## config.mk

```make
export PLATFORM = sky130hd
export DESIGN_NAME = usd_top
export DESIGN_NICKNAME = d
export VERILOG_FILES = /design/src/inc/usd_pkg.sv /design/src/inc/usd_dp_if.sv /design/src/core/usd_alu.sv /design/src/core/usd_regfile.sv /design/src/core/usd_top.sv
export SDC_FILE = /design/constraint.sdc
export NUM_CORES = 1
export LEC_CHECK = 0
export BUFFER_PORTS_ARGS = -buffer_cell sky130_fd_sc_hd__buf_2
export CORE_MARGIN = 1.5
export CORE_UTILIZATION = 60
export DETAILED_ROUTE_END_ITERATION = 7
export GPL_ROUTABILITY_DRIVEN = 0
export PLACE_DENSITY = 0.89
export SLEW_MARGIN = 20
export SYNTH_ARGS = -nofsm -noshare
export SYNTH_HDL_FRONTEND = slang
export SYNTH_SLANG_ARGS = --single-unit
export TNS_END_PERCENT = 5
```

## constraint.sdc

```tcl
create_clock -name core_clk -period 10.45 [get_ports core_clk]
set_input_delay 2.09 -clock core_clk [delete_from_list [all_inputs] [get_ports core_clk]]
set_output_delay 2.09 -clock core_clk [all_outputs]
set_load 0.005 [all_outputs]
```

## src/inc/usd_pkg.sv

```systemverilog
/*
 Shared constants and types of the unprivileged-store and
 subtract-immediate decoder. Assumes instructions arrive whole,
 first halfword in bits 31:16, on the single core clock.
*/
// Behaviour
// [RULE1] 32-bit unprivileged store with base field 1111 is undefined.
// [RULE2] store address is base plus zero-extended 8-bit offset, no writeback.
// [RULE3] store with source register 13 or 15 is unpredictable.
// [RULE4] store writes all four bytes, always with unprivileged permission.
// [RULE5] 16-bit 3-bit-immediate subtract: 0001111, imm, source, destination.
// [RULE6] 3-bit immediate zero-extended; flags only outside a conditional block.
// [RULE7] 8-bit form shares source and destination; flags only outside block.
// [RULE8] 32-bit optional-flag form expands its immediate; flags when S set.
// [RULE9] that form: destination 1111 with S is compare; base 1101 is SP form.
// [RULE10] that form unpredictable: dest 13, dest 15 without S, base 15.
// [RULE11] wide form: 12-bit zero-extended, no flags; base 1111 or 1101 alias.
// [RULE12] wide form unpredictable when destination is 13 or 15.
// [RULE13] result is operand plus inverted immediate plus one; NZCV from it.
// [RULE14] store matched by 111110000100 and second halfword bits 11:8 1110.
// [RULE15] failed condition check updates no register, memory or flag.
// [RULE16] undefined cases go to the exception logic; unpredictable is safe.
package usd_pkg;
    // register map, byte addresses
    localparam logic [7:0] OFF_CTRL   = 8'h00;
    localparam logic [7:0] OFF_STATUS = 8'h04;
    localparam logic [7:0] OFF_FLAGS  = 8'h08;
    localparam logic [1:0] GPR_SEL    = 2'h1;  // 0x40..0x7c, one per reg
    localparam int         CTRL_STRICT = 0;
    localparam logic       CTRL_RST   = 1'h0;
    localparam logic [3:0] FLAGS_RST  = 4'h0;
    localparam int         FLG_N = 3;
    localparam int         FLG_Z = 2;
    localparam int         FLG_C = 1;
    localparam int         FLG_V = 0;
    localparam logic [1:0] BUS_ACK = 2'h2;
    // opcode fields
    localparam logic [6:0]  T1_OPC   = 7'h0f;
    localparam logic [4:0]  T2_OPC   = 5'h07;
    localparam logic [4:0]  W32_PFX  = 5'h1e;
    localparam logic [4:0]  T3_OPC   = 5'h0d;
    localparam logic [5:0]  T4_OPC   = 6'h2a;
    localparam logic [11:0] USTR_OPC = 12'hf84;
    localparam logic [3:0]  USTR_SUB = 4'he;
    localparam logic [3:0]  REG_PC   = 4'hf;
    localparam logic [3:0]  REG_SP   = 4'hd;
    localparam logic [3:0]  ALL_BYTES = 4'hf;

    typedef enum logic [2:0] {
        ST_IDLE  = 3'h1,
        ST_EXEC  = 3'h2,
        ST_STORE = 3'h4
    } usd_state_t;
    typedef enum logic [1:0] {
        OP_NONE  = 2'h0,
        OP_STORE = 2'h1,
        OP_SUB   = 2'h2
    } usd_op_t;
    typedef enum logic [1:0] {
        AL_NONE = 2'h0,
        AL_COMP = 2'h1,
        AL_SP   = 2'h2,
        AL_ADR  = 2'h3
    } usd_alias_t;
endpackage

```

## src/inc/usd_dp_if.sv

```systemverilog
/*
 Datapath bundle between the decoder core, its adder and its
 register file. Assumes all three sit on core_clk.
*/
`timescale 1ns/1ns
interface usd_dp_if;
    logic [31:0] a;
    logic [31:0] b;
    logic        sub;
    logic [31:0] sum;
    logic        carry;
    logic        ovf;
    logic [3:0]  ra_addr;
    logic [3:0]  rb_addr;
    logic [31:0] ra_q;
    logic [31:0] rb_q;
    logic        we;
    logic [3:0]  wa;
    logic [31:0] wd;
    modport core (output a, b, sub, ra_addr, rb_addr, we, wa, wd,
                  input sum, carry, ovf, ra_q, rb_q);
    modport alu  (input a, b, sub, output sum, carry, ovf);
    modport rf   (input ra_addr, rb_addr, we, wa, wd, output ra_q, rb_q);
endinterface

```

## src/core/usd_alu.sv

```systemverilog
/*
 Adder of the decoder: a plus b, or a plus inverted b plus one.
 Assumes operands are stable for the whole execute cycle.
*/
`timescale 1ns/1ns
module usd_alu (
    usd_dp_if.alu dp
);
    logic [31:0] b_w;
    logic [32:0] full_w;

    // subtract reuses the adder with an inverted operand and carry-in
    assign b_w    = dp.sub ? ~dp.b : dp.b;  // [RULE13]
    assign full_w = {1'b0, dp.a} + {1'b0, b_w} + {32'h0, dp.sub};
    assign dp.sum   = full_w[31:0];
    assign dp.carry = full_w[32];
    assign dp.ovf   = (dp.a[31] == b_w[31]) && (full_w[31] != dp.a[31]);
endmodule

```

## src/core/usd_regfile.sv

```systemverilog
/*
 Sixteen-entry core register file, two registered read ports and
 one write port. Assumes a write and a read of the same entry in
 one cycle return the old value.
*/
`timescale 1ns/1ns
module usd_regfile #(
    parameter int unsigned DEPTH = 16
) (
    input  wire logic core_clk,
    input  wire logic rst,
    usd_dp_if.rf      dp
);
    logic [31:0] mem_r [DEPTH];
    logic [31:0] qa_r;
    logic [31:0] qb_r;

    // storage carries no reset; contents are loaded by software
    always_ff @(posedge core_clk) begin
        if (dp.we) begin
            mem_r[dp.wa] <= dp.wd;
        end
    end

    // read data out of flops keeps the execute path short
    always_ff @(posedge core_clk or posedge rst) begin
        if (rst) begin
            qa_r <= 32'h0;
            qb_r <= 32'h0;
        end else begin
            qa_r <= mem_r[dp.ra_addr];
            qb_r <= mem_r[dp.rb_addr];
        end
    end

    assign dp.ra_q = qa_r;
    assign dp.rb_q = qb_r;
endmodule

```

## src/core/usd_top.sv

```systemverilog
/*
 Decoder and executor of the unprivileged word store and the four
 subtract-immediate forms, with an Avalon-MM slave for control,
 status, flags and the register file. Assumes the fetch side holds
 an instruction until it is taken and a memory port that accepts
 a word store by valid and ready.
*/
// Our own choices: the address map and the Avalon-MM interface to the registers.
`timescale 1ns/1ns
module usd_top
    import usd_pkg::*;
(
    input  wire logic              core_clk,
    input  wire logic              rst,
    input  wire logic [7:0]        avs_address,
    input  wire logic              avs_read,
    input  wire logic              avs_write,
    input  wire logic [31:0]       avs_writedata,
    output logic      [31:0]       avs_readdata,
    output logic                   avs_waitrequest,
    input  wire logic              instr_valid,
    output logic                   instr_ready,
    input  wire logic [31:0]       instr_word,
    input  wire logic              instr_is32,
    input  wire logic              cond_pass,
    input  wire logic              in_conditional_block,
    output logic                   st_valid,
    input  wire logic              st_ready,
    output logic      [31:0]       st_addr,
    output logic      [31:0]       st_data,
    output logic      [3:0]        st_byte_en,
    output logic                   st_unpriv,
    output logic                   instr_done,
    output logic                   undef_trap,
    output logic                   unpred_seen,
    output logic                   alias_valid,
    output usd_pkg::usd_alias_t    alias_kind,
    output logic      [3:0]        condition_flags_register
);
    import usd_pkg::*;

    usd_dp_if dp();

    usd_alu u_alu (
        .dp (dp)
    );

    usd_regfile #(
        .DEPTH (16)
    ) u_rf (
        .core_clk (core_clk),
        .rst      (rst),
        .dp       (dp)
    );

    // rotate-based expansion of a 12-bit packed constant [RULE8]
    function automatic logic [31:0] modified_immediate_expand(
        input logic [11:0] v
    );
        logic [31:0] base;
        logic [63:0] dbl;
        logic [7:0]  b;
        b    = v[7:0];
        base = {24'h0, 1'b1, v[6:0]};
        dbl  = {base, base} >> v[11:7];
        if (v[11:10] != 2'h0) begin
            return dbl[31:0];
        end
        case (v[9:8])
            2'h0: return {24'h0, b};
            2'h1: return {8'h0, b, 8'h0, b};
            2'h2: return {b, 8'h0, b, 8'h0};
            2'h3: return {b, b, b, b};
        endcase
        return 32'h0;
    endfunction

    usd_state_t  state_r;
    usd_state_t  state_nxt;
    usd_op_t     op_r;
    usd_alias_t  alias_r;
    logic [3:0]  rd_r;
    logic [31:0] imm_r;
    logic        setf_r;
    logic        undef_r;
    logic        unpred_r;
    logic        cond_r;
    logic        ctrl_r;
    logic [3:0]  flags_r;
    logic        last_undef_r;
    logic        last_unpred_r;
    logic [1:0]  bus_cnt_r;
    logic [31:0] rdata_r;
    logic        st_valid_r;
    logic [31:0] st_addr_r;
    logic [31:0] st_data_r;
    logic        done_r;
    logic        undef_out_r;
    logic        unpred_out_r;
    logic        alias_vld_r;
    usd_alias_t  alias_out_r;

    // instruction field views
    logic [15:0] hw1;
    logic [15:0] hw2;
    logic [3:0]  w_fo;
    logic [3:0]  w_rd;
    logic [3:0]  w_sr;
    logic        w_s;
    logic [11:0] twelve_bit_immediate;
    assign hw1   = instr_word[31:16];
    assign hw2   = instr_word[15:0];
    assign w_fo  = hw1[3:0];
    assign w_rd  = hw2[11:8];
    assign w_sr  = hw2[15:12];
    assign w_s   = hw1[4];
    assign twelve_bit_immediate = {hw1[10], hw2[14:12], hw2[7:0]};

    // encoding match
    logic is_t1;
    logic is_t2;
    logic is_t3;
    logic is_t4;
    logic is_st;
    logic is_w32;
    assign is_w32 = instr_is32 && hw1[15:11] == W32_PFX && !hw2[15];
    assign is_t1  = !instr_is32 && hw1[15:9] == T1_OPC;  // [RULE5]
    assign is_t2  = !instr_is32 && hw1[15:11] == T2_OPC;
    assign is_t3  = is_w32 && hw1[9:5] == T3_OPC;
    assign is_t4  = is_w32 && hw1[9:4] == T4_OPC;
    assign is_st  = instr_is32 && hw1[15:4] == USTR_OPC
                    && hw2[11:8] == USTR_SUB;  // [RULE14]

    // operand and immediate selection
    logic [3:0]  dec_fo;
    logic [3:0]  dec_rd;
    logic [31:0] dec_imm;
    logic        dec_setf;
    usd_op_t     dec_op;
    assign dec_fo = is_t1 ? {1'b0, hw1[5:3]} :
                    is_t2 ? {1'b0, hw1[10:8]} : w_fo;  // [RULE7]
    assign dec_rd = is_t1 ? {1'b0, hw1[2:0]} :
                    is_t2 ? {1'b0, hw1[10:8]} : w_rd;
    assign dec_imm = is_t1 ? {29'h0, hw1[8:6]} :        // [RULE6]
                     is_t2 ? {24'h0, hw1[7:0]} :        // [RULE7]
                     is_t3 ? modified_immediate_expand(twelve_bit_immediate) :
                     is_t4 ? {20'h0, twelve_bit_immediate} : // [RULE11]
                     {24'h0, hw2[7:0]};                 // [RULE2]
    assign dec_setf = (is_t1 || is_t2) ? !in_conditional_block : // [RULE6]
                      is_t3 ? w_s : 1'b0;               // [RULE8] [RULE11]
    assign dec_op = is_st ? OP_STORE :
                    (is_t1 || is_t2 || is_t3 || is_t4) ? OP_SUB : OP_NONE;

    // redirects take precedence over the unpredictable checks
    usd_alias_t dec_alias;
    logic       dec_undef;
    logic       raw_unpred;
    logic       dec_unpred;
    assign dec_alias = (is_t3 && w_rd == REG_PC && w_s) ? AL_COMP : // [RULE9]
                       (is_t3 && w_fo == REG_SP) ? AL_SP :
                       (is_t4 && w_fo == REG_PC) ? AL_ADR :         // [RULE11]
                       (is_t4 && w_fo == REG_SP) ? AL_SP : AL_NONE;
    assign dec_undef = is_st && w_fo == REG_PC;  // [RULE1]
    assign raw_unpred =
        (is_st && (w_sr == REG_SP || w_sr == REG_PC)) ||          // [RULE3]
        (is_t3 && (w_rd == REG_SP || (w_rd == REG_PC && !w_s)
                   || w_fo == REG_PC)) ||                         // [RULE10]
        (is_t4 && (w_rd == REG_SP || w_rd == REG_PC));            // [RULE12]
    assign dec_unpred = raw_unpred && dec_alias == AL_NONE && !dec_undef;

    // bus decode; bus has priority over new instructions when idle
    logic idle;
    logic bus_req;
    logic bus_ack;
    logic sel_ctrl;
    logic sel_status;
    logic sel_flags;
    logic sel_gpr;
    logic acc;
    assign idle       = state_r == ST_IDLE;
    assign bus_req    = avs_read || avs_write;
    assign bus_ack    = bus_cnt_r == BUS_ACK;
    assign sel_ctrl   = avs_address == OFF_CTRL;
    assign sel_status = avs_address == OFF_STATUS;
    assign sel_flags  = avs_address == OFF_FLAGS;
    assign sel_gpr    = avs_address[7:6] == GPR_SEL;
    assign instr_ready = idle && !bus_req;
    assign acc        = instr_valid && instr_ready;
    assign avs_waitrequest = !bus_ack;

    // execute qualifiers
    logic exec;
    logic go;
    logic sub_wb;
    logic bus_wr;
    assign exec = state_r == ST_EXEC;
    assign go   = cond_r && !undef_r && !unpred_r      // [RULE15] [RULE16]
                  && alias_r == AL_NONE && op_r != OP_NONE;
    assign sub_wb = exec && go && op_r == OP_SUB;
    assign bus_wr = bus_ack && avs_write;

    // datapath hookup
    assign dp.ra_addr = (idle && bus_req) ? avs_address[5:2] : dec_fo;
    assign dp.rb_addr = w_sr;
    assign dp.a   = dp.ra_q;
    assign dp.b   = imm_r;
    assign dp.sub = op_r == OP_SUB;                    // [RULE13]
    assign dp.we  = sub_wb || (bus_wr && sel_gpr);
    assign dp.wa  = sub_wb ? rd_r : avs_address[5:2];
    assign dp.wd  = sub_wb ? dp.sum : avs_writedata;   // [RULE13]

    // sequencing
    always_comb begin
        state_nxt = state_r;
        unique case (state_r)
            ST_IDLE:  if (acc) state_nxt = ST_EXEC;
            ST_EXEC:  state_nxt = (go && op_r == OP_STORE) ? ST_STORE
                                                           : ST_IDLE;
            ST_STORE: if (st_ready) state_nxt = ST_IDLE;
            default:  state_nxt = ST_IDLE;
        endcase
    end

    always_ff @(posedge core_clk or posedge rst) begin
        if (rst) begin
            state_r <= ST_IDLE;
        end else begin
            state_r <= state_nxt;
        end
    end

    // decode capture; condition is sampled with the instruction
    always_ff @(posedge core_clk or posedge rst) begin
        if (rst) begin
            op_r     <= OP_NONE;
            alias_r  <= AL_NONE;
            rd_r     <= 4'h0;
            imm_r    <= 32'h0;
            setf_r   <= 1'b0;
            undef_r  <= 1'b0;
            unpred_r <= 1'b0;
            cond_r   <= 1'b0;
        end else if (acc) begin
            op_r     <= dec_op;
            alias_r  <= dec_alias;
            rd_r     <= dec_rd;
            imm_r    <= dec_imm;
            setf_r   <= dec_setf;
            undef_r  <= dec_undef;
            unpred_r <= dec_unpred;
            cond_r   <= cond_pass;
        end
    end

    // flags: only a passing, flag-setting subtract or software writes
    always_ff @(posedge core_clk or posedge rst) begin
        if (rst) begin
            flags_r <= FLAGS_RST;
        end else if (sub_wb && setf_r) begin
            flags_r <= {dp.sum[31], dp.sum == 32'h0,
                        dp.carry, dp.ovf};             // [RULE13]
        end else if (bus_wr && sel_flags) begin
            flags_r <= avs_writedata[3:0];
        end
    end

    // word store request, held until the memory side takes it
    always_ff @(posedge core_clk or posedge rst) begin
        if (rst) begin
            st_valid_r <= 1'b0;
            st_addr_r  <= 32'h0;
            st_data_r  <= 32'h0;
        end else if (exec && go && op_r == OP_STORE) begin
            st_valid_r <= 1'b1;
            st_addr_r  <= dp.sum;     // base plus offset only [RULE2]
            st_data_r  <= dp.rb_q;    // [RULE4]
        end else if (st_valid_r && st_ready) begin
            st_valid_r <= 1'b0;
        end
    end
    assign st_valid   = st_valid_r;
    assign st_addr    = st_addr_r;
    assign st_data    = st_data_r;
    assign st_byte_en = ALL_BYTES;    // [RULE4]
    assign st_unpriv  = 1'b1;         // never privileged, even from handler

    // result pulses; unpredictable becomes a no-op, or a trap if strict
    always_ff @(posedge core_clk or posedge rst) begin
        if (rst) begin
            done_r        <= 1'b0;
            undef_out_r   <= 1'b0;
            unpred_out_r  <= 1'b0;
            alias_vld_r   <= 1'b0;
            alias_out_r   <= AL_NONE;
            last_undef_r  <= 1'b0;
            last_unpred_r <= 1'b0;
        end else begin
            done_r <= (exec && !(go && op_r == OP_STORE))
                      || (state_r == ST_STORE && st_ready);
            undef_out_r  <= exec && (undef_r
                            || (unpred_r && ctrl_r));  // [RULE16]
            unpred_out_r <= exec && unpred_r;
            alias_vld_r  <= exec && alias_r != AL_NONE;
            alias_out_r  <= exec ? alias_r : AL_NONE;
            if (exec) begin
                last_undef_r  <= undef_r;
                last_unpred_r <= unpred_r;
            end
        end
    end
    assign instr_done  = done_r;
    assign undef_trap  = undef_out_r;
    assign unpred_seen = unpred_out_r;
    assign alias_valid = alias_vld_r;
    assign alias_kind  = alias_out_r;
    assign condition_flags_register = flags_r;

    // bus slave: issue, latch read data, then acknowledge
    logic [31:0] status_w;
    logic [31:0] rdata_nxt;
    assign status_w = {25'h0, !idle, last_unpred_r, last_undef_r, flags_r};
    assign rdata_nxt = sel_ctrl   ? {31'h0, ctrl_r} :
                       sel_status ? status_w :
                       sel_flags  ? {28'h0, flags_r} :
                       sel_gpr    ? dp.ra_q : 32'h0;

    always_ff @(posedge core_clk or posedge rst) begin
        if (rst) begin
            bus_cnt_r <= 2'h0;
            rdata_r   <= 32'h0;
            ctrl_r    <= CTRL_RST;
        end else begin
            if (idle && bus_req && !bus_ack) begin
                bus_cnt_r <= bus_cnt_r + 2'h1;
            end else begin
                bus_cnt_r <= 2'h0;
            end
            if (bus_cnt_r == 2'h1) begin
                rdata_r <= rdata_nxt;
            end
            if (bus_wr && sel_ctrl) begin
                ctrl_r <= avs_writedata[CTRL_STRICT];
            end
        end
    end
    assign avs_readdata = rdata_r;
endmodule

```

# [Word level (Yosys, flattened, before mapping)]
# Memories as Yosys holds them, arrays and structs flattened. A register that Yosys moved wholly into a read port is not among the register bits.
# Cells that the tools add are included.
[op_classes] n_addsub=3 eq_ne=30 shift=1 mux=43 bitwise=1 n_reduce_logical=81
[ops] cell="$mux 32" n=12
[ops] cell="$pmux 32 s4" n=1
[ops] cell="$logic_and 1x1->1" n=45
[ops] cell="$shr 40x5->32" n=1
[ops] cell="$add 32x32->33" n=1
[ops] cell="$add 33x1->33" n=1
[ops] cell="$logic_not 32->1" n=1
[ops] cell="$mux 4" n=8
[ops] cell="$not 32->32" n=1
[ops] cell="$eq 4x4->1 const B" n=7
[ops] cell="$mux 2" n=8
[ops] cell="$logic_or 1x1->1" n=13
[ops] cell="$eq 12x12->1 const B" n=1
[ops] cell="$mux 12" n=1
[ops] cell="$logic_not 1->1" n=11
[ops] cell="$reduce_bool 2->1" n=5
[ops] cell="$mux 1" n=9
[ops] cell="$mux 3" n=3
[ops] cell="$pmux 3 s3" n=1
[ops] cell="$eq 2x1->1 const B" n=4
[ops] cell="$eq 2x2->1 const B" n=4
[ops] cell="$eq 8x3->1 const B" n=1
[ops] cell="$eq 8x4->1 const B" n=1
[ops] cell="$logic_not 8->1" n=1
[ops] cell="other kinds (16)" n=18
[totals] register_bits=159 ramBits=512 in_bits=81 output_inout_bits=114 elab_cells=183 mem_count=1
[mem_list] memory="u_rf.mem_r" words=16 word_bits=32 read_ports=2 rd_ports_with_merged_regs=2 wr=1 line="usd_regfile.sv:14" rtl="logic [31:0] mem_r [DEPTH];"

# [Depth between registers and ports, before layout]
[depth] depth_word=12 depth_mapped=15 mapped_depth_nobuf=13

# [Cells and area by module]
# A second synthesis with hierarchy kept.
[unflattened] hier_cells=2197 hier_area_um2=34714.5
[by_module_without_submodules] module="usd_regfile" instances=1 cells_each=1142 area_per_inst_um2=24511.0 seq_area_each_um2=16976.3
[by_module_without_submodules] module="usd_top" instances=1 cells_each=779 area_per_inst_um2=8220.4 seq_area_each_um2=3980.1
[by_module_without_submodules] module="usd_alu" instances=1 cells_each=276 area_per_inst_um2=1983.2 seq_area_each_um2=0.0

# [Worst setup path before layout]
# Ideal clock, no wire load.
[synth_timing] kind="in2reg" from="in avs_address[6]" to="mem u_rf.mem_r[3][0] (enable)" setup_ns=0.421 t_arrival_ns=4.226 t_required_ns=10.029 slack_ns=5.803 path_stages=7 n_path_buf=1 path_cell_list="nor2b_1 > clkbuf_1 > and3_1 > nand3_1 > nor2_1 > a31oi_1 > nor2_1"
[synth_via] elab_chain_len=5
[synth_lines] item="start: declaration" line="usd_top.sv:15" rtl="input wire logic [7:0] avs_address,"
[synth_lines] item="$eq 2x1->1" line="usd_top.sv:186" rtl="assign sel_gpr = avs_address[7:6] == GPR_SEL;"
[synth_lines] item="$logic_and 1x1->1" line="usd_top.sv:208" rtl="assign dp.we = sub_wb || (bus_wr && sel_gpr);"
[synth_lines] item="$logic_or 1x1->1" line="usd_top.sv:208"
[synth_lines] item="$mux 1" line="usd_regfile.sv:20" rtl="if (dp.we) begin"
[synth_lines] item="$mux 1 (not written as such)" line="usd_regfile.sv:21" rtl="mem_r[dp.wa] <= dp.wd;"
[synth_lines] item="end: declaration" line="usd_regfile.sv:14"
# No other way between the ends.

# [Worst setup path in the final report]
[layout_timing] from="in instr_is32" to="reg u_rf.qa_r[31], in the netlist u_rf.dp.ra_q[31] (read register of u_rf.mem_r)"
[layout_via] elab_chain_len=5 word_cells_on_any_way=6 cone_classes="mux (3); reduce/logical (3)"
[layout_lines] item="start: declaration" line="usd_top.sv:24" rtl="input wire logic instr_is32,"
[layout_lines] item="$logic_not 1->1 (*)" line="usd_top.sv:127, usd_top.sv:128"
[layout_lines] item="$logic_and 1x1->1" line="usd_top.sv:128" rtl="assign is_t2 = !instr_is32 && hw1[15:11] == T2_OPC;"
[layout_lines] item="$mux 4" line="usd_top.sv:141" rtl="is_t2 ? {1'b0, hw1[10:8]} : w_fo;"
[layout_lines] item="$mux 4 (*)" line="usd_top.sv:140" rtl="assign dec_fo = is_t1 ? {1'b0, hw1[5:3]} :"
[layout_lines] item="$mux 4 (*)" line="usd_top.sv:203" rtl="assign dp.ra_addr = (idle && bus_req) ? avs_address[5:2] : dec_fo;"
[layout_lines] item="end: declaration" line="usd_regfile.sv:15" rtl="logic [31:0] qa_r;"
# Mark *: on every way between the ends. The rest lies on a longest branch, timed or not.
# A chain may end at the register's enable or synchronous reset.

==> Implementation_results.wiki <==
{| class="wikitable"
! Metric !! Value
|-
| Status || finished, violations left
|-
| Failing checks || DRC
|-
| DRC || 3
|-
| Top post-synthesis cells by area || sky130_fd_sc_hd__edfxtp_1, sky130_fd_sc_hd__dfrtp_1, sky130_fd_sc_hd__mux2i_1, sky130_fd_sc_hd__mux4_2, sky130_fd_sc_hd__nand2_1
|-
| Biggest fanout along the worst timing path || 51
|-
| Clock tree from TritonCTS || yes
|-
| Routed vias || 26200
|-
| Fraction of met2 tracks used by global routing || 55.3%
|-
| Distinct cell type count after synthesis || 82
|-
| Standby leakage power || 16.5 nW
|-
| Area added between synthesis and finish || 11.7%
|-
| Hold Path Origin || u_rf.dp.rb_q[4]$_DFF_PP0_
|-
| Max capacitance violation total || 0
|-
| Async set or reset register ratio after synthesis || 30.3%
|-
| Syn. warnings || 0
|-
| Post-synthesis share of cell area spent on and, or, nand and nor gates || 7.46%
|-
| Multiplexer share of the synthesized area || 23.8%
|-
| Cell depth of the worst flop-to-flop path || 12
|-
| Storage element area || between 20000 and 25000 um2
|-
| Routed Wire Length || 108 mm
|-
| Number of pins with negative max-slew slack in the final report || 0
|-
| First-pass DRT Iterations || 8
|-
| Footprint of the multi-input gates || 14700 um2
|-
| Count of cells resized by post-cts repair || 0
|-
| Unrepaired setup endpoints after global routing || no
|-
| Total number of clock tree sinks || around 740
|-
| Fraction of layout cells with a size suffix above 1 || 19.9%
|-
| Worst setup skew after layout || 22.9 ps
|-
| Die Y-Extent || 249 um
|-
| Via count of the first global-routing pass || 25900
|-
| GR Layer Usage met1 || 43.1%
|-
| Clock slew at the register clock pins of the worst setup and hold paths || 60 ps
|-
| Number of filler cells placed in the layout || about 3800
|-
| Highest attainable clock frequency || 170 MHz
|-
| Postcts setup bufs || 0
|-
| Global route total overflow || 0
|-
| Global-route wire length before repair || 160 mm
|-
| Worst reg2reg path startpoint || op_r[0]$_DFFE_PP0P_
|-
| Worst setup EP type || register
|-
| Sequential share of the synthesized area || 57.6%
|-
| Number of flops mapped to enable cells by yosys || 512
|-
| Busiest layer in global routing || met2
|-
| Post-synth top area cell || sky130_fd_sc_hd__edfxtp_1
|-
| Required time of the worst setup path || 10920 ps
|-
| Setup slack on the worst flop-to-flop path || 4970 ps
|-
| XOR/XNOR Fraction of Synth Area || 1.16%
|-
| Clock latency on the worst-skew pair || 640 ps
|-
| End point of the most critical hold path || st_data[4]$_DFFE_PP0P_
|-
| Post-DP HPWL || 62.2 mm
|-
| Met3 layer usage reported by global route || 8.48%
|-
| Count of antenna-violating nets left after detailed routing || 0
|-
| Count of nets after finishing || 2917
|-
| Count of endpoints failing setup in the final report || 0
|-
| Worst rel slew slack || 8.65%
|-
| Depth of the worst hold-timing path || 2
|-
| Deepest clock path buffer count || 3
|-
| Time the worst path needs with I/O delays and setup || 5900 ps
|-
| Root Buffer || sky130_fd_sc_hd__clkbuf_16
|-
| Worst vdd rail ir drop || 0.126 mV
|-
| Number of levels the H-tree was split into || 3
|-
| Post-place instance area || 38200 um2
|-
| Synth top area share || 42.3%
|-
| Combinational family with the most area after synthesis || multiplexers
|-
| Average cell area after synthesis || 13.7 um2
|-
| Average wire per standard cell || 29.8 um
|-
| Fraction of the mapped netlist area in compound gates || ~6.3%
|-
| Tot GR Track Use || 34.5%
|-
| Final cycle utilization of the critical path || 56.5%
|-
| Adder and majority cell fraction of the synthesized area || 1.29%
|-
| Setup TNS || 0 ps
|-
| Initial Util || just over 60%
|-
| Final count of hold timing violations || 0
|-
| Syn Std Cell Area || 36400 um2
|-
| Die Width || 249 um
|-
| Number of buffers added by the clock tree synthesis step || 71
|-
| Number of storage elements in the synthesis netlist || 735
|-
| I/O pin count || a little under 200
|-
| Total number of placement rows || 90
|-
| Worst-Margin Slew || between 1000 and 1500 ps
|-
| Post-route cell area || 40600 um2
|-
| Sort of element at the start of the critical path || input port
|-
| Data arrival time of the critical path || 6370 ps
|-
| IO buf count || 189
|-
| Most instantiated library cell after synthesis || sky130_fd_sc_hd__edfxtp_1
|-
| FF-to-FF End || u_rf.mem_r[9][26]$_DFFE_PP_
|-
| Avg Vias per Cell || 7.18
|-
| Iteration-0 DRC count of the detailed router || 4032
|-
| Area of the die || a little over 60000 um2
|-
| Path type of the worst min-delay path || register to register
|-
| Mapped Cells || 2651
|-
| Hold-fix buffers, CTS || 0
|-
| Post-synth top flop || sky130_fd_sc_hd__edfxtp_1
|-
| Antenna violations before repair || 5
|-
| Largest net degree at the start of global routing || 153
|-
| Core Footprint || 60100 um2
|-
| List of most frequent post-synthesis cells || sky130_fd_sc_hd__edfxtp_1, sky130_fd_sc_hd__mux2i_1, sky130_fd_sc_hd__nand2_1
|-
| Pwr per Cell Area || 192 nW/um2
|-
| Worst Setup Path Type || input port to register
|-
| Design Power || 7.79 mW
|}
==> state kept, by name (all words and copies together), names as in the netlist, 3 cells and up <==
| name | count |
|---|---|
| u_rf.dp.ra_q | 32 |
| st_addr | 32 |
| u_rf.dp.rb_q | 32 |
| st_data | 32 |
| rd_r | 4 |
| state_r | 3 |
| condition_flags_register | 4 |
| u_rf.mem_r | 512 |
| dp.b | 32 |
| avs_readdata | 32 |
==> placed cells by master, fill, tap and decap left out, types with 10 or more instances in the layout <==
cell type and instances:
sky130_fd_sc_hd__clkbuf_1 28, sky130_fd_sc_hd__edfxtp_1 512, sky130_fd_sc_hd__buf_4 49, sky130_fd_sc_hd__nor2_4 17, sky130_fd_sc_hd__buf_2 187, sky130_fd_sc_hd__nor3_1 25, sky130_fd_sc_hd__ha_1 35, sky130_fd_sc_hd__nand3_1 50
sky130_fd_sc_hd__clkbuf_16 75, sky130_fd_sc_hd__a22o_1 17, sky130_fd_sc_hd__xnor2_1 37, sky130_fd_sc_hd__nand2_1 309, sky130_fd_sc_hd__nor2_1 86, sky130_fd_sc_hd__and3_1 19, sky130_fd_sc_hd__mux2_2 12, sky130_fd_sc_hd__mux4_2 160
sky130_fd_sc_hd__a221oi_1 11, sky130_fd_sc_hd__a22oi_1 10, sky130_fd_sc_hd__a21oi_1 81, sky130_fd_sc_hd__and2_1 12, sky130_fd_sc_hd__a31oi_1 11, sky130_fd_sc_hd__mux2i_1 491, sky130_fd_sc_hd__inv_1 45, sky130_fd_sc_hd__o21ai_0 105
sky130_fd_sc_hd__dfrtp_1 222, sky130_fd_sc_hd__a21o_1 20, sky130_fd_sc_hd__xor2_1 11
==> cell families (layout without fill, tap and decap cells) <==
group           Yosys count  after routing
xor+xnor                 48             48
compound gates          349            349
mux                     663            663
other cells               1             12
flops                   735            735
fa+ha+maj                37             37
simple gates            600            600
buf+inv                 218            420
==> worst max-delay path by stage <==
stage / startpoint / endpoint / slack, ps / cells past startpoint
global route: instr_is32 / u_rf.dp.ra_q[27]$_DFF_PP0_ / 4350 / 11
global placement: instr_is32 / u_rf.dp.ra_q[23]$_DFF_PP0_ / 4420 / 11
floorplan: rst / alias_kind[0]$_DFF_PP0_ / 2260 / 1
finish: instr_is32 / u_rf.dp.ra_q[31]$_DFF_PP0_ / 4550 / 11
detailed placement: instr_is32 / u_rf.dp.ra_q[26]$_DFF_PP0_ / 4120 / 11
CTS: instr_is32 / u_rf.dp.ra_q[31]$_DFF_PP0_ / 4700 / 11
==> power by group <==
group / total (mW) / internal, mW / switching, mW
clock: 2.65 / 1.53 / 1.12
sequential: 3.36 / 3.24 / 0.123
combinational: 1.77 / 0.648 / 1.12
==> cell type report <==
cell class,count,share of cell area (%)
clock buffer,111,5.15
multi-input combinational,1702,36.3
clock inverter,20,0.687
antenna,7,0.0431
tap,782,2.41
sequential,735,51.6
inverter,48,0.462
timing repair buffer,241,3.38
==> per-layer routing <==
| layer | routed length (um) | vias up | part of all wire, % |
|---|---|---|---|
| li1 | - | 10400 | - |
| met1 | 36700 | 12800 | 34 |
| met2 | 50400 | 2379 | 46 |
| met3 | 14000 | 583 | 13 |
| met4 | 7430 | 0 | 6.8 |
| met5 | 0 | - | 0 |
==> stage by stage <==
stage | util [%] | instances | hold WS [ps] | setup slack (ps)
final | 67.6 | 3646 | 442 | 4550
after floorplan | - | 2655 | 414 | 2260
after global routing | 67.6 | 3643 | 458 | 4350
after global placement | 63.6 | 3506 | 419 | 4420
after detailed placement | 63.6 | 3506 | 427 | 4120
after CTS | 67.5 | 3637 | 444 | 4700
==> worst max-delay path, cell delays in order <==
cell	delay (ps)
sky130_fd_sc_hd__buf_2	110
sky130_fd_sc_hd__nor4_2	430
sky130_fd_sc_hd__nand4b_1	490
sky130_fd_sc_hd__o22ai_1	330
sky130_fd_sc_hd__o31a_2	520
sky130_fd_sc_hd__buf_4	670
sky130_fd_sc_hd__buf_4	820
sky130_fd_sc_hd__mux2i_1	320
sky130_fd_sc_hd__mux2i_1	130
sky130_fd_sc_hd__mux2i_1	230
sky130_fd_sc_hd__mux2i_1	110
Note: power is estimated with default switching activity, not from simulation.
